[config.mk]
export PLATFORM = sky130hd
export DESIGN_NAME = tc_remote_ctl
export DESIGN_NICKNAME = d
export VERILOG_FILES = /design/src/core/tc_remote_pkg.sv /design/src/core/char_link_if.sv /design/src/core/serial_char_engine.sv /design/src/core/tc_remote_ctl.sv
export SDC_FILE = /design/constraint.sdc
export NUM_CORES = 1
export LEC_CHECK = 0
export BUFFER_PORTS_ARGS = -buffer_cell sky130_fd_sc_hd__buf_2
export CORE_ASPECT_RATIO = 0.75
export CORE_MARGIN = 4
export CORE_UTILIZATION = 53
export CTS_CLUSTER_SIZE = 12
export DETAILED_ROUTE_END_ITERATION = 10
export PLACE_DENSITY = 0.76
export SLEW_MARGIN = 20
export SYNTH_ARGS = -nofsm -noshare
export SYNTH_HDL_FRONTEND = slang
export SYNTH_HIERARCHICAL = 1
export SYNTH_SLANG_ARGS = --single-unit
[constraint.sdc]
create_clock -name clk -period 15.8 [get_ports clk]
set_clock_uncertainty 0.05 [all_clocks]
set_input_delay 3.16 -clock clk [delete_from_list [all_inputs] [get_ports clk]]
set_output_delay 3.16 -clock clk [all_outputs]
set_load 0.05 [all_outputs]
[src/core/tc_remote_pkg.sv]
package tc_remote_pkg;

	// ------------------------------------------------------------
	// Clock and line timing
	// ------------------------------------------------------------
	localparam int unsigned CLK_HZ        = 100_000_000;
	localparam int unsigned DIV_2400      = CLK_HZ / 2400;
	localparam int unsigned DIV_4800      = CLK_HZ / 4800;
	localparam int unsigned DIV_9600      = CLK_HZ / 9600;
	localparam int unsigned DIV_19200     = CLK_HZ / 19200;
	localparam int unsigned DIV_38400     = CLK_HZ / 38400;
	localparam int unsigned DIV_57600     = CLK_HZ / 57600;
	localparam int unsigned DIV_115200    = CLK_HZ / 115200;
	localparam int unsigned MS_TIME_MS    = 1;
	localparam int unsigned MS_CYCLES_DEF = CLK_HZ / 1000 * MS_TIME_MS;
	localparam int          MS_CNT_W      = 17;

	localparam logic [2:0] BAUD_2400   = 3'h0;
	localparam logic [2:0] BAUD_4800   = 3'h1;
	localparam logic [2:0] BAUD_9600   = 3'h2;
	localparam logic [2:0] BAUD_19200  = 3'h3;
	localparam logic [2:0] BAUD_38400  = 3'h4;
	localparam logic [2:0] BAUD_57600  = 3'h5;
	localparam logic [1:0] PAR_NONE    = 2'h0;
	localparam logic [1:0] PAR_ODD     = 2'h2;

	// ------------------------------------------------------------
	// Register map
	// ------------------------------------------------------------
	localparam logic [7:0] REG_LINE       = 8'h00;
	localparam logic [7:0] REG_TMO        = 8'h04;
	localparam logic [7:0] REG_STAT       = 8'h08;
	localparam int         LINE_W         = 7;
	localparam int         LINE_BAUD_LSB  = 0;
	localparam int         LINE_EIGHT_BIT = 3;
	localparam int         LINE_PAR_LSB   = 4;
	localparam int         LINE_STOP2_BIT = 6;
	localparam logic [6:0] LINE_RST       = 7'h0c;
	localparam int         TMO_W          = 9;
	localparam int         TMO_EN_BIT     = 8;
	localparam logic [8:0] TMO_RST        = 9'h10a;
	localparam logic       PERSIST_RST    = 1'b1;

	// ------------------------------------------------------------
	// Frame layout and codes
	// ------------------------------------------------------------
	localparam int         FRAME_MAX   = 18;
	localparam int         TX_MAX      = 11;
	localparam logic [4:0] FRAME_OVH   = 5'h03;
	localparam logic [3:0] GRP_SYS     = 4'h0;
	localparam logic [3:0] GRP_SET     = 4'h4;
	localparam logic [3:0] GRP_REQ     = 4'h6;
	localparam logic [7:0] CMD_DEVTYPE = 8'h11;
	localparam logic [7:0] CMD_PERSIST = 8'h9c;
	localparam logic [7:0] CMD_GEN     = 8'h86;
	localparam logic [7:0] CMD_MUTE    = 8'h87;
	localparam logic [7:0] CMD_PTIME   = 8'h04;
	localparam logic [7:0] CMD_PUSER   = 8'h05;
	localparam logic [7:0] CMD_TIMER   = 8'h36;
	localparam logic [7:0] CMD_GENREQ  = 8'h0a;
	localparam logic [7:0] CMD_RDR     = 8'h0c;
	localparam logic [7:0] CMD_STAT    = 8'h20;
	localparam logic [7:0] GEN_START   = 8'h00;
	localparam logic [7:0] GEN_STOP    = 8'h01;
	localparam logic [7:0] GEN_LOAD    = 8'h02;
	localparam logic [7:0] SEL_TIME    = 8'h01;
	localparam logic [7:0] SEL_USER    = 8'h10;
	localparam logic [7:0] SEL_BOTH    = 8'h11;
	localparam logic [7:0] ACK_W1      = 8'h10;
	localparam logic [7:0] ACK_W2      = 8'h01;
	localparam logic [7:0] NAK_W1      = 8'h11;
	localparam logic [7:0] NAK_W2      = 8'h12;
	localparam logic [7:0] DEVTYPE_W1  = 8'h12;
	localparam logic [7:0] RET_ONE     = 8'h71;
	localparam logic [7:0] RET_FOUR    = 8'h74;
	localparam logic [7:0] RET_EIGHT   = 8'h78;
	localparam logic [7:0] CODE_GEN_T  = 8'h08;
	localparam logic [7:0] CODE_GEN_U  = 8'h09;
	localparam logic [7:0] CODE_LTC_T  = 8'h04;
	localparam logic [7:0] CODE_LTC_U  = 8'h05;
	localparam logic [7:0] CODE_VITC_T = 8'h06;
	localparam logic [7:0] CODE_VITC_U = 8'h07;
	localparam logic [7:0] ERR_FRAME   = 8'h40;
	localparam logic [7:0] ERR_OVR     = 8'h20;
	localparam logic [7:0] ERR_PAR     = 8'h10;
	localparam logic [7:0] ERR_SUM     = 8'h04;
	localparam logic [7:0] ERR_DATA    = 8'h02;
	localparam logic [7:0] ERR_CMD     = 8'h01;
	localparam int         CAP_LTC_RD  = 3;
	localparam int         CAP_VITC_RD = 0;

endpackage

[src/core/char_link_if.sv]
`timescale 1ns/10ps
`default_nettype none

interface char_link_if;
	logic [2:0] baud_sel;
	logic       eight;
	logic [1:0] par_mode;
	logic       two_stop;
	logic       rx_valid;
	logic [7:0] rx_data;
	logic       rx_ferr;
	logic       rx_perr;
	logic       tx_valid;
	logic [7:0] tx_data;
	logic       tx_busy;

	modport engine (input baud_sel, eight, par_mode, two_stop, tx_valid, tx_data,
		output rx_valid, rx_data, rx_ferr, rx_perr, tx_busy);
	modport user (output baud_sel, eight, par_mode, two_stop, tx_valid, tx_data,
		input rx_valid, rx_data, rx_ferr, rx_perr, tx_busy);
endinterface

`default_nettype wire

[src/core/serial_char_engine.sv]
`timescale 1ns/10ps
`default_nettype none

module serial_char_engine
	import tc_remote_pkg::*;
(
	input  wire logic   clk,
	input  wire logic   sys_rst,
	input  wire logic   rxd,
	output var  logic   txd_q,
	char_link_if.engine lk
);

	function automatic logic [15:0] bit_div(input logic [2:0] s);
		case (s)
			BAUD_2400:  return 16'(DIV_2400);
			BAUD_4800:  return 16'(DIV_4800);
			BAUD_9600:  return 16'(DIV_9600);
			BAUD_19200: return 16'(DIV_19200);
			BAUD_38400: return 16'(DIV_38400);
			BAUD_57600: return 16'(DIV_57600);
			default:    return 16'(DIV_115200);
		endcase
	endfunction

	function automatic logic par_of(input logic [7:0] w, input logic odd);
		return (^w) ^ odd;
	endfunction

	// ------------------------------------------------------------
	// Shared framing
	// ------------------------------------------------------------
	wire logic [15:0] div   = bit_div(lk.baud_sel);
	wire logic [3:0]  nd    = lk.eight ? 4'd8 : 4'd7;
	wire logic        pe    = lk.par_mode != PAR_NONE;
	wire logic        odd   = lk.par_mode == PAR_ODD;
	wire logic [3:0]  nbits = nd + {3'd0, pe} + (lk.two_stop ? 4'd2 : 4'd1);

	// ------------------------------------------------------------
	// Transmitter
	// ------------------------------------------------------------
	logic [11:0] tx_sr_q;
	logic [3:0]  tx_cnt_q;
	logic [15:0] tx_div_q;
	logic [11:0] tx_fr;
	wire logic [7:0] tx_word = lk.eight ? lk.tx_data : {1'b0, lk.tx_data[6:0]};

	always_comb
	begin
		tx_fr = '1;
		tx_fr[0] = 1'b0;
		for (int i = 0; i < 8; i++)
			if (i < int'(nd))
				tx_fr[i + 1] = tx_word[i];
		if (pe)
			tx_fr[nd + 4'd1] = par_of(tx_word, odd);
	end

	assign lk.tx_busy = tx_cnt_q != 4'd0;

	always_ff @(posedge clk)
	begin
		if (sys_rst)
		begin
			tx_sr_q  <= '1;
			tx_cnt_q <= 4'd0;
			tx_div_q <= 16'h0000;
			txd_q    <= 1'b1;
		end
		else
		begin
			txd_q <= tx_sr_q[0];
			if (lk.tx_valid && !lk.tx_busy)
			begin
				tx_sr_q  <= tx_fr;
				tx_cnt_q <= nbits + 4'd1;
				tx_div_q <= div - 16'd1;
			end
			else if (lk.tx_busy && tx_div_q == 16'h0000)
			begin
				tx_sr_q  <= {1'b1, tx_sr_q[11:1]};
				tx_cnt_q <= tx_cnt_q - 4'd1;
				tx_div_q <= div - 16'd1;
			end
			else if (lk.tx_busy)
				tx_div_q <= tx_div_q - 16'd1;
		end
	end

	// ------------------------------------------------------------
	// Receiver
	// ------------------------------------------------------------
	logic        rx_m_q;
	logic        rx_s_q;
	logic [10:0] rx_sr_q;
	logic [3:0]  rx_cnt_q;
	logic [15:0] rx_div_q;
	logic        rx_done_q;
	wire logic [10:0] al = rx_sr_q >> (4'd11 - nbits);
	wire logic [7:0]  rx_word = lk.eight ? al[7:0] : {1'b0, al[6:0]};
	wire logic [3:0]  stop_at = nd + {3'd0, pe};
	wire logic        stop_bad = !al[stop_at] || (lk.two_stop && !al[stop_at + 4'd1]);

	always_ff @(posedge clk)
	begin
		if (sys_rst)
		begin
			rx_m_q   <= 1'b1;
			rx_s_q   <= 1'b1;
			rx_cnt_q <= 4'd0;
			rx_div_q <= 16'h0000;
			rx_sr_q  <= '0;
		end
		else
		begin
			rx_m_q <= rxd;
			rx_s_q <= rx_m_q;
			if (rx_cnt_q == 4'd0 && !rx_s_q)
			begin
				rx_cnt_q <= nbits + 4'd1;
				rx_div_q <= {1'b0, div[15:1]};
			end
			else if (rx_cnt_q != 4'd0 && rx_div_q != 16'h0000)
				rx_div_q <= rx_div_q - 16'd1;
			else if (rx_cnt_q != 4'd0)
			begin
				rx_div_q <= div - 16'd1;
				// A start bit gone high by mid-bit was a glitch
				if (rx_cnt_q == nbits + 4'd1 && rx_s_q)
					rx_cnt_q <= 4'd0;
				else
					rx_cnt_q <= rx_cnt_q - 4'd1;
				if (rx_cnt_q != nbits + 4'd1)
					rx_sr_q <= {rx_s_q, rx_sr_q[10:1]};
			end
		end
	end

	wire logic rx_done_d = rx_cnt_q == 4'd1 && rx_div_q == 16'h0000;

	always_ff @(posedge clk)
	begin
		if (sys_rst)
		begin
			rx_done_q   <= 1'b0;
			lk.rx_valid <= 1'b0;
			lk.rx_data  <= 8'h00;
			lk.rx_ferr  <= 1'b0;
			lk.rx_perr  <= 1'b0;
		end
		else
		begin
			rx_done_q   <= rx_done_d;
			lk.rx_valid <= rx_done_q;
			if (rx_done_q)
			begin
				lk.rx_data <= rx_word;
				lk.rx_ferr <= stop_bad;
				lk.rx_perr <= pe && (al[nd] != par_of(rx_word, odd));
			end
		end
	end

endmodule

`default_nettype wire

[src/core/tc_remote_ctl.sv]
`timescale 1ns/10ps
`default_nettype none

module tc_remote_ctl
	import tc_remote_pkg::*;
#(
	parameter int unsigned MS_CYCLES  = MS_CYCLES_DEF,
	parameter logic [2:0]  DEV_TYPE   = 3'h2, // Arbitrary value
	parameter logic [7:0]  FW_VERSION = 8'h10 // Arbitrary value
)(
	input  wire logic        clk,
	input  wire logic        sys_rst,
	input  wire logic        rxd,
	output var  logic        txd_q,
	input  wire logic [7:0]  addr,
	input  wire logic [31:0] wr_data,
	input  wire logic        wr_en,
	input  wire logic        rd_en,
	output var  logic [31:0] rd_data_q,
	input  wire logic [4:0]  capability,
	input  wire logic [31:0] gen_time,
	input  wire logic [31:0] gen_user,
	input  wire logic [31:0] ltc_time,
	input  wire logic [31:0] ltc_user,
	input  wire logic [31:0] vitc_time,
	input  wire logic [31:0] vitc_user,
	input  wire logic [31:0] rdr_time,
	input  wire logic [31:0] rdr_user,
	input  wire logic        rdr_is_vitc,
	input  wire logic        playing_indication,
	input  wire logic        standby_indication,
	input  wire logic        servo_locked_indication,
	output var  logic        gen_run_q,
	output var  logic        gen_load_q,
	output var  logic [31:0] preset_time_q,
	output var  logic [31:0] preset_user_q,
	output var  logic        ltc_mute_q,
	output var  logic        persist_q,
	output var  logic        nv_write_q
);

	typedef enum logic [1:0] {S_RX, S_EXEC, S_TX} state_t;

	state_t      st_q;
	logic [6:0]  line_q;
	logic [8:0]  tmo_q;
	logic [7:0]  last_err_q;
	logic [7:0]  rxb [FRAME_MAX];
	logic [7:0]  txb [TX_MAX];
	logic [7:0]  rsp [TX_MAX];
	logic [4:0]  widx_q;
	logic [4:0]  need_q;
	logic [7:0]  sum_q;
	logic [7:0]  err_q;
	logic        sum_ok_q;
	logic        ovr_pend_q;
	logic [3:0]  tx_last_q;
	logic [3:0]  tx_idx_q;
	logic        tx_vld_q;
	logic [7:0]  tx_byte_q;
	logic [MS_CNT_W-1:0] ms_cnt_q;
	logic [7:0]  tmo_cnt_q;

	char_link_if lk ();

	serial_char_engine u_eng (
		.clk     (clk),
		.sys_rst (sys_rst),
		.rxd     (rxd),
		.txd_q   (txd_q),
		.lk      (lk.engine)
	);

	// ------------------------------------------------------------
	// Register port
	// ------------------------------------------------------------
	wire logic sel_line = addr == REG_LINE;
	wire logic sel_tmo  = addr == REG_TMO;
	wire logic sel_stat = addr == REG_STAT;
	wire logic [31:0] rd_mux =
		sel_line ? {25'h0, line_q} :
		sel_tmo  ? {23'h0, tmo_q} :
		sel_stat ? {21'h0, ltc_mute_q, persist_q, gen_run_q, last_err_q} :
		32'h0;

	always_ff @(posedge clk)
	begin
		if (sys_rst)
		begin
			line_q    <= LINE_RST;
			tmo_q     <= TMO_RST;
			rd_data_q <= 32'h0;
		end
		else
		begin
			rd_data_q <= rd_en ? rd_mux : 32'h0;
			if (wr_en && sel_line)
				line_q <= wr_data[LINE_W-1:0];
			else if (wr_en && sel_tmo)
				tmo_q <= wr_data[TMO_W-1:0];
		end
	end

	assign lk.baud_sel = line_q[LINE_BAUD_LSB +: 3];
	assign lk.eight    = line_q[LINE_EIGHT_BIT];
	assign lk.par_mode = line_q[LINE_PAR_LSB +: 2];
	assign lk.two_stop = line_q[LINE_STOP2_BIT];
	assign lk.tx_valid = tx_vld_q;
	assign lk.tx_data  = tx_byte_q;

	// ------------------------------------------------------------
	// Inter-word timeout
	// ------------------------------------------------------------
	// Resolution is one millisecond tick, so the gap ends between
	// ms-1 and ms milliseconds after the last word.
	wire logic ms_tick = ms_cnt_q == MS_CNT_W'(MS_CYCLES - 1);
	wire logic tmo_hit = tmo_q[TMO_EN_BIT] && tmo_q[7:0] != 8'h00
		&& widx_q != 5'd0 && tmo_cnt_q == tmo_q[7:0];

	always_ff @(posedge clk)
	begin
		if (sys_rst || ms_tick)
			ms_cnt_q <= '0;
		else
			ms_cnt_q <= ms_cnt_q + 1'b1;
	end

	always_ff @(posedge clk)
	begin
		if (sys_rst || lk.rx_valid)
			tmo_cnt_q <= 8'h00;
		else if (ms_tick && tmo_cnt_q != 8'hff)
			tmo_cnt_q <= tmo_cnt_q + 8'h01;
	end

	// ------------------------------------------------------------
	// Frame reception
	// ------------------------------------------------------------
	// A word that meets an expired gap opens a new frame
	wire logic first = widx_q == 5'd0 || tmo_hit;
	wire logic take  = lk.rx_valid && st_q == S_RX && lk.eight;
	wire logic last  = !first && widx_q == need_q - 5'd1;
	wire logic [7:0] rx_flags = (lk.rx_ferr ? ERR_FRAME : 8'h00)
		| (lk.rx_perr ? ERR_PAR : 8'h00);

	always_ff @(posedge clk)
	begin
		if (take)
			rxb[first ? 5'd0 : widx_q] <= lk.rx_data;
	end

	always_ff @(posedge clk)
	begin
		if (sys_rst)
		begin
			widx_q   <= 5'd0;
			need_q   <= FRAME_OVH;
			sum_q    <= 8'h00;
			err_q    <= 8'h00;
			sum_ok_q <= 1'b0;
		end
		else if (take && first)
		begin
			widx_q <= 5'd1;
			need_q <= {1'b0, lk.rx_data[3:0]} + FRAME_OVH;
			sum_q  <= lk.rx_data;
			err_q  <= rx_flags | (ovr_pend_q ? ERR_OVR : 8'h00);
		end
		else if (take)
		begin
			widx_q   <= last ? 5'd0 : widx_q + 5'd1;
			sum_q    <= sum_q + lk.rx_data;
			err_q    <= err_q | rx_flags;
			sum_ok_q <= sum_q == lk.rx_data;
		end
		else if (tmo_hit)
			widx_q <= 5'd0;
	end

	// Words landing while a return is under way are lost; the
	// next frame reports it as an overrun.
	always_ff @(posedge clk)
	begin
		if (sys_rst)
			ovr_pend_q <= 1'b0;
		else if (lk.rx_valid && st_q != S_RX)
			ovr_pend_q <= 1'b1;
		else if (take && first)
			ovr_pend_q <= 1'b0;
	end

	// ------------------------------------------------------------
	// Command decode and return
	// ------------------------------------------------------------
	wire logic [3:0]  grp = rxb[0][7:4];
	wire logic [3:0]  cnt = rxb[0][3:0];
	wire logic [7:0]  cmd = rxb[1];
	wire logic [7:0]  d1  = rxb[2];
	wire logic [15:0] key = {grp, cnt, cmd};
	wire logic ltc_only  = (d1 & 8'hee) == 8'h00;
	wire logic vitc_only = (d1 & 8'hdd) == 8'h00;
	wire logic want_t    = |d1[3:0];
	wire logic want_u    = |d1[5:4];

	logic        bad_cmd;
	logic        bad_data;
	logic        data_ret;
	logic        is_vitc;
	logic [7:0]  code;
	logic [31:0] src_t;
	logic [31:0] src_u;
	logic [3:0]  rlen;
	logic [7:0]  rsum;
	logic        nak;

	always_comb
	begin
		bad_cmd  = 1'b0;
		bad_data = 1'b0;
		data_ret = 1'b0;
		is_vitc  = 1'b0;
		code     = CODE_GEN_T;
		src_t    = gen_time;
		src_u    = gen_user;
		rsp      = '{default: 8'h00};
		rsp[0]   = ACK_W1;
		rsp[1]   = ACK_W2;
		rlen     = 4'd2;
		case (key)
			{GRP_SYS, 4'd0, CMD_DEVTYPE}:
			begin
				rsp[0] = DEVTYPE_W1;
				rsp[1] = CMD_DEVTYPE;
				rsp[2] = {DEV_TYPE, capability};
				rsp[3] = FW_VERSION;
				rlen   = 4'd4;
			end
			{GRP_SYS, 4'd1, CMD_PERSIST}, {GRP_SYS, 4'd1, CMD_MUTE}:
				bad_data = d1 > 8'h01;
			{GRP_SYS, 4'd1, CMD_GEN}:
				bad_data = d1 > GEN_LOAD;
			{GRP_SET, 4'd4, CMD_PTIME}, {GRP_SET, 4'd4, CMD_PUSER}:
				bad_data = 1'b0;
			{GRP_REQ, 4'd0, CMD_TIMER}:
			begin
				rsp[0] = RET_ONE;
				rsp[1] = CMD_TIMER;
				rlen   = 4'd3;
			end
			{GRP_REQ, 4'd1, CMD_GENREQ}:
			begin
				data_ret = 1'b1;
				code     = want_t ? CODE_GEN_T : CODE_GEN_U;
				bad_data = d1 != SEL_TIME && d1 != SEL_USER && d1 != SEL_BOTH;
			end
			{GRP_REQ, 4'd1, CMD_RDR}:
			begin
				data_ret = 1'b1;
				bad_data = d1[7:6] != 2'b00 || d1[5:0] == 6'h00;
				if (ltc_only)
				begin
					src_t = ltc_time;
					src_u = ltc_user;
					bad_data = bad_data || !capability[CAP_LTC_RD];
				end
				else if (vitc_only)
				begin
					is_vitc = 1'b1;
					src_t = vitc_time;
					src_u = vitc_user;
					bad_data = bad_data || !capability[CAP_VITC_RD];
				end
				else
				begin
					is_vitc = rdr_is_vitc;
					src_t = rdr_time;
					src_u = rdr_user;
				end
				code = is_vitc ? (want_t ? CODE_VITC_T : CODE_VITC_U)
					: (want_t ? CODE_LTC_T : CODE_LTC_U);
			end
			{GRP_REQ, 4'd1, CMD_STAT}:
			begin
				rsp[0] = RET_ONE;
				rsp[1] = CMD_STAT;
				rsp[2] = {5'h00, servo_locked_indication,
					standby_indication, playing_indication};
				rlen   = 4'd3;
			end
			default:
				bad_cmd = 1'b1;
		endcase
		if (data_ret)
		begin
			rsp[0] = (want_t && want_u) ? RET_EIGHT : RET_FOUR;
			rsp[1] = code;
			rlen   = (want_t && want_u) ? 4'd10 : 4'd6;
			for (int i = 0; i < 4; i++)
			begin
				rsp[2 + i] = want_t ? src_t[8*i +: 8] : src_u[8*i +: 8];
				rsp[6 + i] = src_u[8*i +: 8];
			end
		end
		nak = err_q != 8'h00 || !sum_ok_q || bad_cmd || bad_data;
		if (nak)
		begin
			rsp    = '{default: 8'h00};
			rsp[0] = NAK_W1;
			rsp[1] = NAK_W2;
			rsp[2] = err_q | (sum_ok_q ? 8'h00 : ERR_SUM)
				| (bad_data ? ERR_DATA : 8'h00) | (bad_cmd ? ERR_CMD : 8'h00);
			rlen   = 4'd3;
		end
		rsum = 8'h00;
		for (int i = 0; i < TX_MAX - 1; i++)
			if (i < int'(rlen))
				rsum = rsum + rsp[i];
		rsp[rlen] = rsum;
	end

	// ------------------------------------------------------------
	// Sequencer and transmit
	// ------------------------------------------------------------
	always_ff @(posedge clk)
	begin
		if (st_q == S_EXEC)
			txb <= rsp;
	end

	always_ff @(posedge clk)
	begin
		if (sys_rst)
		begin
			st_q       <= S_RX;
			tx_vld_q   <= 1'b0;
			tx_byte_q  <= 8'h00;
			tx_idx_q   <= 4'd0;
			tx_last_q  <= 4'd0;
			last_err_q <= 8'h00;
		end
		else
		begin
			tx_vld_q <= 1'b0;
			case (st_q)
				S_RX:
					if (take && last)
						st_q <= S_EXEC;
				S_EXEC:
				begin
					tx_last_q  <= rlen;
					tx_idx_q   <= 4'd0;
					last_err_q <= nak ? rsp[2] : 8'h00;
					st_q       <= S_TX;
				end
				default:
					if (!tx_vld_q && !lk.tx_busy && tx_idx_q > tx_last_q)
						st_q <= S_RX;
					else if (!tx_vld_q && !lk.tx_busy)
					begin
						tx_vld_q  <= 1'b1;
						tx_byte_q <= txb[tx_idx_q];
						tx_idx_q  <= tx_idx_q + 4'd1;
					end
			endcase
		end
	end

	// ------------------------------------------------------------
	// Command effects
	// ------------------------------------------------------------
	wire logic exec_ok = st_q == S_EXEC && !nak;
	wire logic is_gen  = exec_ok && key == {GRP_SYS, 4'd1, CMD_GEN};
	wire logic is_pers = exec_ok && key == {GRP_SYS, 4'd1, CMD_PERSIST};
	wire logic is_mute = exec_ok && key == {GRP_SYS, 4'd1, CMD_MUTE};
	wire logic is_pt   = exec_ok && key == {GRP_SET, 4'd4, CMD_PTIME};
	wire logic is_pu   = exec_ok && key == {GRP_SET, 4'd4, CMD_PUSER};

	always_ff @(posedge clk)
	begin
		if (sys_rst)
		begin
			gen_run_q     <= 1'b0;
			gen_load_q    <= 1'b0;
			preset_time_q <= 32'h0;
			preset_user_q <= 32'h0;
			ltc_mute_q    <= 1'b0;
			persist_q     <= PERSIST_RST;
			nv_write_q    <= 1'b0;
		end
		else
		begin
			gen_load_q <= is_gen && d1 == GEN_LOAD;
			nv_write_q <= persist_q && (is_mute || is_pt || is_pu);
			if (is_gen)
				gen_run_q <= d1 != GEN_STOP;
			if (is_pers)
				persist_q <= d1[0];
			if (is_mute)
				ltc_mute_q <= d1[0];
			if (is_pt)
				preset_time_q <= {rxb[5], rxb[4], rxb[3], rxb[2]};
			if (is_pu)
				preset_user_q <= {rxb[5], rxb[4], rxb[3], rxb[2]};
		end
	end

endmodule

`default_nettype wire

[Yosys cells after proc, flatten, opt, wreduce, memory -nomap -nowiden]
Memories as Yosys holds them, arrays and structs flattened.
Index checks and enable logic that the tools add are counted.
Word-level totals
  register bits: 363
  bits in writable memories: 144
  bits of input ports: 310
  output and inout bits: 102
  word-level logic and storage cells: 392
  memories kept: 1
Memories
  rxb: words 18, bits a word 8, rd ports 6, clocked after Yosys merged registers in 0, wr ports 1, line tc_remote_ctl.sv:48  | logic [7:0] rxb [FRAME_MAX];
Cells by class
  add/sub/neg operators: 27
  magnitude comparators: 29
  equality and inequality tests: 35
  shifts and indexed selects: 1
  muxes and demuxes: 116
  bitwise logic cells: 19
  reduce and logical (&&, ||, !) cells: 110
Operators with widths (number)
  2-to-1 mux 32 bit: 6
  2-to-1 mux 8 bit: 24
  == test 16 x 15 -> 1 bit, second input constant: 6
  case mux 16 bit (6 select lines): 1
  bitwise mux 88 bit: 1
  2-to-1 mux 88 bit: 1
  adder 8 bit: 10
  2-to-1 mux 16 bit: 5
  2-to-1 mux 80 bit: 1
  2-to-1 mux 4 bit: 13
  == test 16 x 9 -> 1 bit, second input constant: 3
  subtractor 16 x 1 -> 16 bit, second input constant: 3
  case mux 15 bit (3 select lines): 1
  2-to-1 mux 12 bit: 3
  logical AND 1 bit: 35
  binary-select mux 8 bit (select 4 bit): 1
  demux 8 bit (select 4 bit): 1
  zero test 16 bit: 2
  less-than comparator 3 x 4 -> 1 bit, first input constant: 8
  2-to-1 mux 5 bit: 6
  2-to-1 mux 1 bit: 29
  zero test 8 bit: 3
  less-than comparator 4 x 5 -> 1 bit, second input constant: 4
  nonzero test 2 bit: 10
  other kinds (85): 160

[Logic depth before layout (Yosys ltp)]
An unclocked memory read counts as a cell.
  depth in word-level cells: 32
  depth in mapped cells: 57
  mapped depth without buffers: 51

[By module]
Netlist, hierarchy kept.
By module, submodules not included
  tc_remote_ctl: times used 1, cells each 2265, area an instance 19581.3 um2, sequential area each 7507.2 um2
  serial_char_engine: times used 1, cells each 656, area an instance 4972.3 um2, sequential area each 1521.5 um2

[Worst setup path before layout]
No wires, ideal clock.
  path kind: input port to flip-flop
  start: in capability[0]
  end: reg txb[7] (netlist name) (data pin)
  library setup time: 0.266 ns
  arrival: 13.037 ns
  required time: 15.484 ns
  slack: 2.448 ns
  cell stages on the path: 50
  buffers on the path: 4
  path through: o21a_1 nor2_4 o21bai_1 o21a_4 and2_1 clkbuf_1 nand2_1 or2_2 clkbuf_1 a21oi_1 ha_1 fa_1 clkbuf_1 fa_1 or3_1 a211oi_2 o221ai_4 maj3_1 (+14 left out) o311ai_2 mux2_2 o211ai_1 nand3b_1 nand2_1 xnor2_1 o21ai_0 ha_1 a21oi_1 xnor2_1 xnor2_1 a21oi_1 ha_1 a21oi_1 xnor2_1 xnor2_1 xnor3_1 nor2_1
Between the ends
  longest elaborated chain between the ends: 28
  elaborated cells on any way between the ends: 49
  classes of those cells: add/sub (9); order compare (12); mux (21); bitwise (3); reduce/logical (4)
RTL lines
  from (decl): line tc_remote_ctl.sv:20  | input wire logic [4:0] capability,
  zero test 1 bit: line tc_remote_ctl.sv:271  | bad_data = bad_data || !capability[CAP_VITC_RD];
  logical OR 1 bit: line tc_remote_ctl.sv:271
  2-to-1 mux 1 bit: line tc_remote_ctl.sv:266  | else if (vitc_only)
  2-to-1 mux 1 bit: line tc_remote_ctl.sv:260  | if (ltc_only)
  case mux 1 bit (4 select lines): line tc_remote_ctl.sv:229  | case (key)
  logical OR 1 bit: line tc_remote_ctl.sv:304  | nak = err_q != 8'h00 || !sum_ok_q || bad_cmd || bad_data;
  2-to-1 mux 4 bit: line tc_remote_ctl.sv:305  | if (nak)
  less-than comparator 1 x 4 -> 1 bit: line tc_remote_ctl.sv:316  | if (i < int'(rlen))
  (+12 left out)
  2-to-1 mux 8 bit: line tc_remote_ctl.sv:316
  adder 8 bit: line tc_remote_ctl.sv:317  | rsum = rsum + rsp[i];
  2-to-1 mux 8 bit: line tc_remote_ctl.sv:316
  adder 8 bit: line tc_remote_ctl.sv:317
  2-to-1 mux 8 bit: line tc_remote_ctl.sv:316
  adder 8 bit: line tc_remote_ctl.sv:317
  2-to-1 mux 8 bit: line tc_remote_ctl.sv:316
  bitwise mux 88 bit (*): line tc_remote_ctl.sv:318  | rsp[rlen] = rsum;
  to (signal assigned): line tc_remote_ctl.sv:327  | txb <= rsp;
  to (decl): line tc_remote_ctl.sv:49  | logic [7:0] txb [TX_MAX];
Mark *: on every way between the ends. The rest lies on a longest branch, timed or not.
A chain may end at the register's enable or synchronous reset.

[Final worst setup path]
Same ends and word-level chain as after synthesis.

==> summary.txt <==
Clock tree
  • Max clock buf depth: 3
  • CTS hold repair buffers: 0
  • Clk_lat worst skew: 0.56 ns
  • Post-CTS Setup Bufs: 0
  • Clk slew on worst S/H paths: 0.06 ns
  • Resized cells post-CTS: 0
  • CTS tree: yes
  • TritonCTS Sinks: 383
  • Htree depth: 2
  • Clk root buf: clkbuf_16
  • Total CTS buffers: 41

Routing
  • DR pass1 iterations: 6
  • Total Wirelength: 87010 µm
  • Routed wire length per instance: 22.79 µm
  • Initial DRC Count: 3224
  • Antenna Nets Post-Route: 0
  • Vias post-DR: 23.65k
  • DRC: 0
  • DR vias/cell: 6.195

Cells and area
  • Most frequent cells in the layout: 384 x nor2_1, 366 x buf_2, 343 x nand2_1
  • Post-Layout Cell Count: 3818
  • Post-layout nets: 3599
  • Commonest non-fill, non-tap cell in the layout: nor2_1
  • Fill cells: 3987
  • Layout cell share with drive strength beyond 1: 17.67%
  • Area Growth Syn to Fin: 14.31%

Timing
  • Fin crit share: 92.74%
  • Max Fclk: 68.25 MHz
  • Slew Limit Headroom: 21.12%
  • Final slew viol count: 0
  • Final Hold Viols: 0
  • RSZ-0062 raised after global routing: false
  • Setup TNS: 0 ns
  • Worst Tran Pin Value: 1.172 ns
  • Endpoints failing setup: 0
  • Post-route minimum period: 14.65 ns

Place
  • Input/output buffers: 367
  • Gpl congestion: 1.044
  • Final HPWL DP: 66530 µm
  • Dpl cells: 3742

Global route
  • Vias in the first global route: 21.88k
  • Pin count of the biggest net entering global routing: 115
  • GRT Total Usage: 33.24%
  • Grt ovf: 0
  • First-pass GRT wire length: 130800 µm
  • Initial antenna violation count: 6

Synth
  • #FFs+latches synth: 383
  • Async SR Flop Fraction: 0%
  • Library cells used by synthesis: 101
  • Top cell type by total area after synthesis: dfxtp_1
  • Yosys warning total: 6
  • Ys flop type: dfxtp_1
  • Syn_area_per_cell: 8.406 µm²
  • Synthesized area: 24550 µm²
  • Synth top area share: 20.14%
  • Synth area leaders: dfxtp_1 20%, edfxtp_1 17%, a21oi_1 6.1%
  • Post-synth EDFFs: 136
  • Sequential fraction of the synthesis area: 36.77%
  • Cells after Synth: 2921

Floorplan
  • Die X-Extent: 256.5 µm
  • FP Rows: 68
  • CORE AREA: 45860 µm²
  • Die height: 194.4 µm
  • IO Pins: 412
  • Initial Util: 53.54%
  • Die area: 49870 µm²

Setup path
  • CP Max Fanout: 12
  • Crit start category: primary input
  • Max incr delay on CP: 0.59 ns
  • Register-to-Register Path Depth: 48
  • Critical Path RT: 16.16 ns
  • Max stage delay cell, worst path: o21ai_0
  • Setup CP Type: in -> reg
  • Worst endpoint data arrival time: 15.01 ns
  • Setup crit end kind: register

Worst hold path
  • WHS Path Cells: 1
  • Worst hold path class: reg -> reg

Power
  • LEAKAGE: 11.72 nW
  • PD cells: 92.23 nW/µm²
  • Peak VDD IR: 76.66 µV

Status
  • Outcome: completed

Job
  • # Max-Cap Violations: 0
-- stage by stage --
step | util, % | setup WS, ns | power (mW) | cell area, µm² | hold slack [ns]
after floorplan | - | 2.448 | 1.510 | 24640 | 0.3395
after global placement | 58.17 | 1.115 | 1.614 | 26670 | 0.3416
after detailed placement | 58.28 | 0.9671 | 1.640 | 26730 | 0.3434
after CTS | 61.16 | 1.446 | 2.584 | 28050 | 0.3576
after global routing | 61.20 | 0.4554 | 2.705 | 28070 | 0.3944
final | 61.20 | 1.148 | 2.589 | 28070 | 0.3576
-- cell families after synthesis --
group / Yosys count / share of synthesized area (%)
AO/OA/AOI/OAI: 759 / 19.30
adder cells (fa/ha/maj): 102 / 5.503
buffers and inverters: 287 / 4.892
flip-flops: 383 / 36.77
other: 2 / 0.03059
XOR/XNOR: 163 / 6.095
multiplexers: 136 / 6.670
AND/OR/NAND/NOR: 1089 / 20.74
-- sequential cells by signal, indices dropped and copies added, names as in the netlist, 5 cells and up --
register and cells:
sum_q 8, u_eng/rx_div_q 16, u_eng/tx_div_q 16, ms_cnt_q 17, u_eng/lk.rx_data 8, line_q 7
tmo_q 9, u_eng/tx_sr_q 10, rd_data_q 11, rxb 48, tmo_cnt_q 8, u_eng/rx_sr_q 11
preset_user_q 32, preset_time_q 32, widx_q 5, txb 88, lk.tx_data 8, need_q 5
last_err_q 8
-- final timing paths --
| check | startpoint | end | slack, ns |
|---|---|---|---|
| hold / removal | u_eng/rx_m_q | u_eng/rx_s_q | 0.36 |
| hold reg to reg | u_eng/rx_m_q | u_eng/rx_s_q | 0.36 |
| setup reg to reg | rxb[2][1] | txb[7] | 2.14 |
| setup / recovery | capability[0] | txb[7] | 1.15 |
-- synthesized netlist by cell type, drive strengths merged, types with 79 or more instances --
cell type and number:
nand2 347, edfxtp 136, inv 79, a21oi 301
clkbuf 154, o21ai 144, ha 88, nor2 388
a211oi 137, mux2i 104, xnor2 98, dfxtp 247
-- final cells by class --
cell class | count | area, µm² | share of cell area, %
Clock inverter | 9 | 77.57 | 0.2764
Clock buffer | 65 | 1241 | 4.422
Tap cell | 595 | 744.5 | 2.652
Multi-Input combinational cell | 2275 | 14480 | 51.59
Antenna cell | 2 | 5.005 | 0.01783
Sequential cell | 383 | 9031 | 32.18
Timing Repair Buffer | 408 | 2182 | 7.775
Inverter | 81 | 305.3 | 1.088
-- critical path, delay by kind of cell --
kind	cells	cell delay, ns
simple gates	9	1.78
compound gates	18	4.16
fa+ha+maj	9	3.63
buf+inv	3	0.49
xor+xnor	9	1.48
mux	1	0.29
-- power by group --
group          switching, mW  internal [mW]  total, mW
Combinational          0.336          0.209      0.545
Sequential            0.0423           1.05       1.09
Clock                  0.406          0.543      0.949
-- routing by layer --
layer	share of wire [%]	global-route usage (%)
met1	44	50.18
met2	40	46.49
met3	14	10.99
met4	2.0	6.482
met5	0.051	0
No activity file was read; power rests on OpenSTA's default activity.
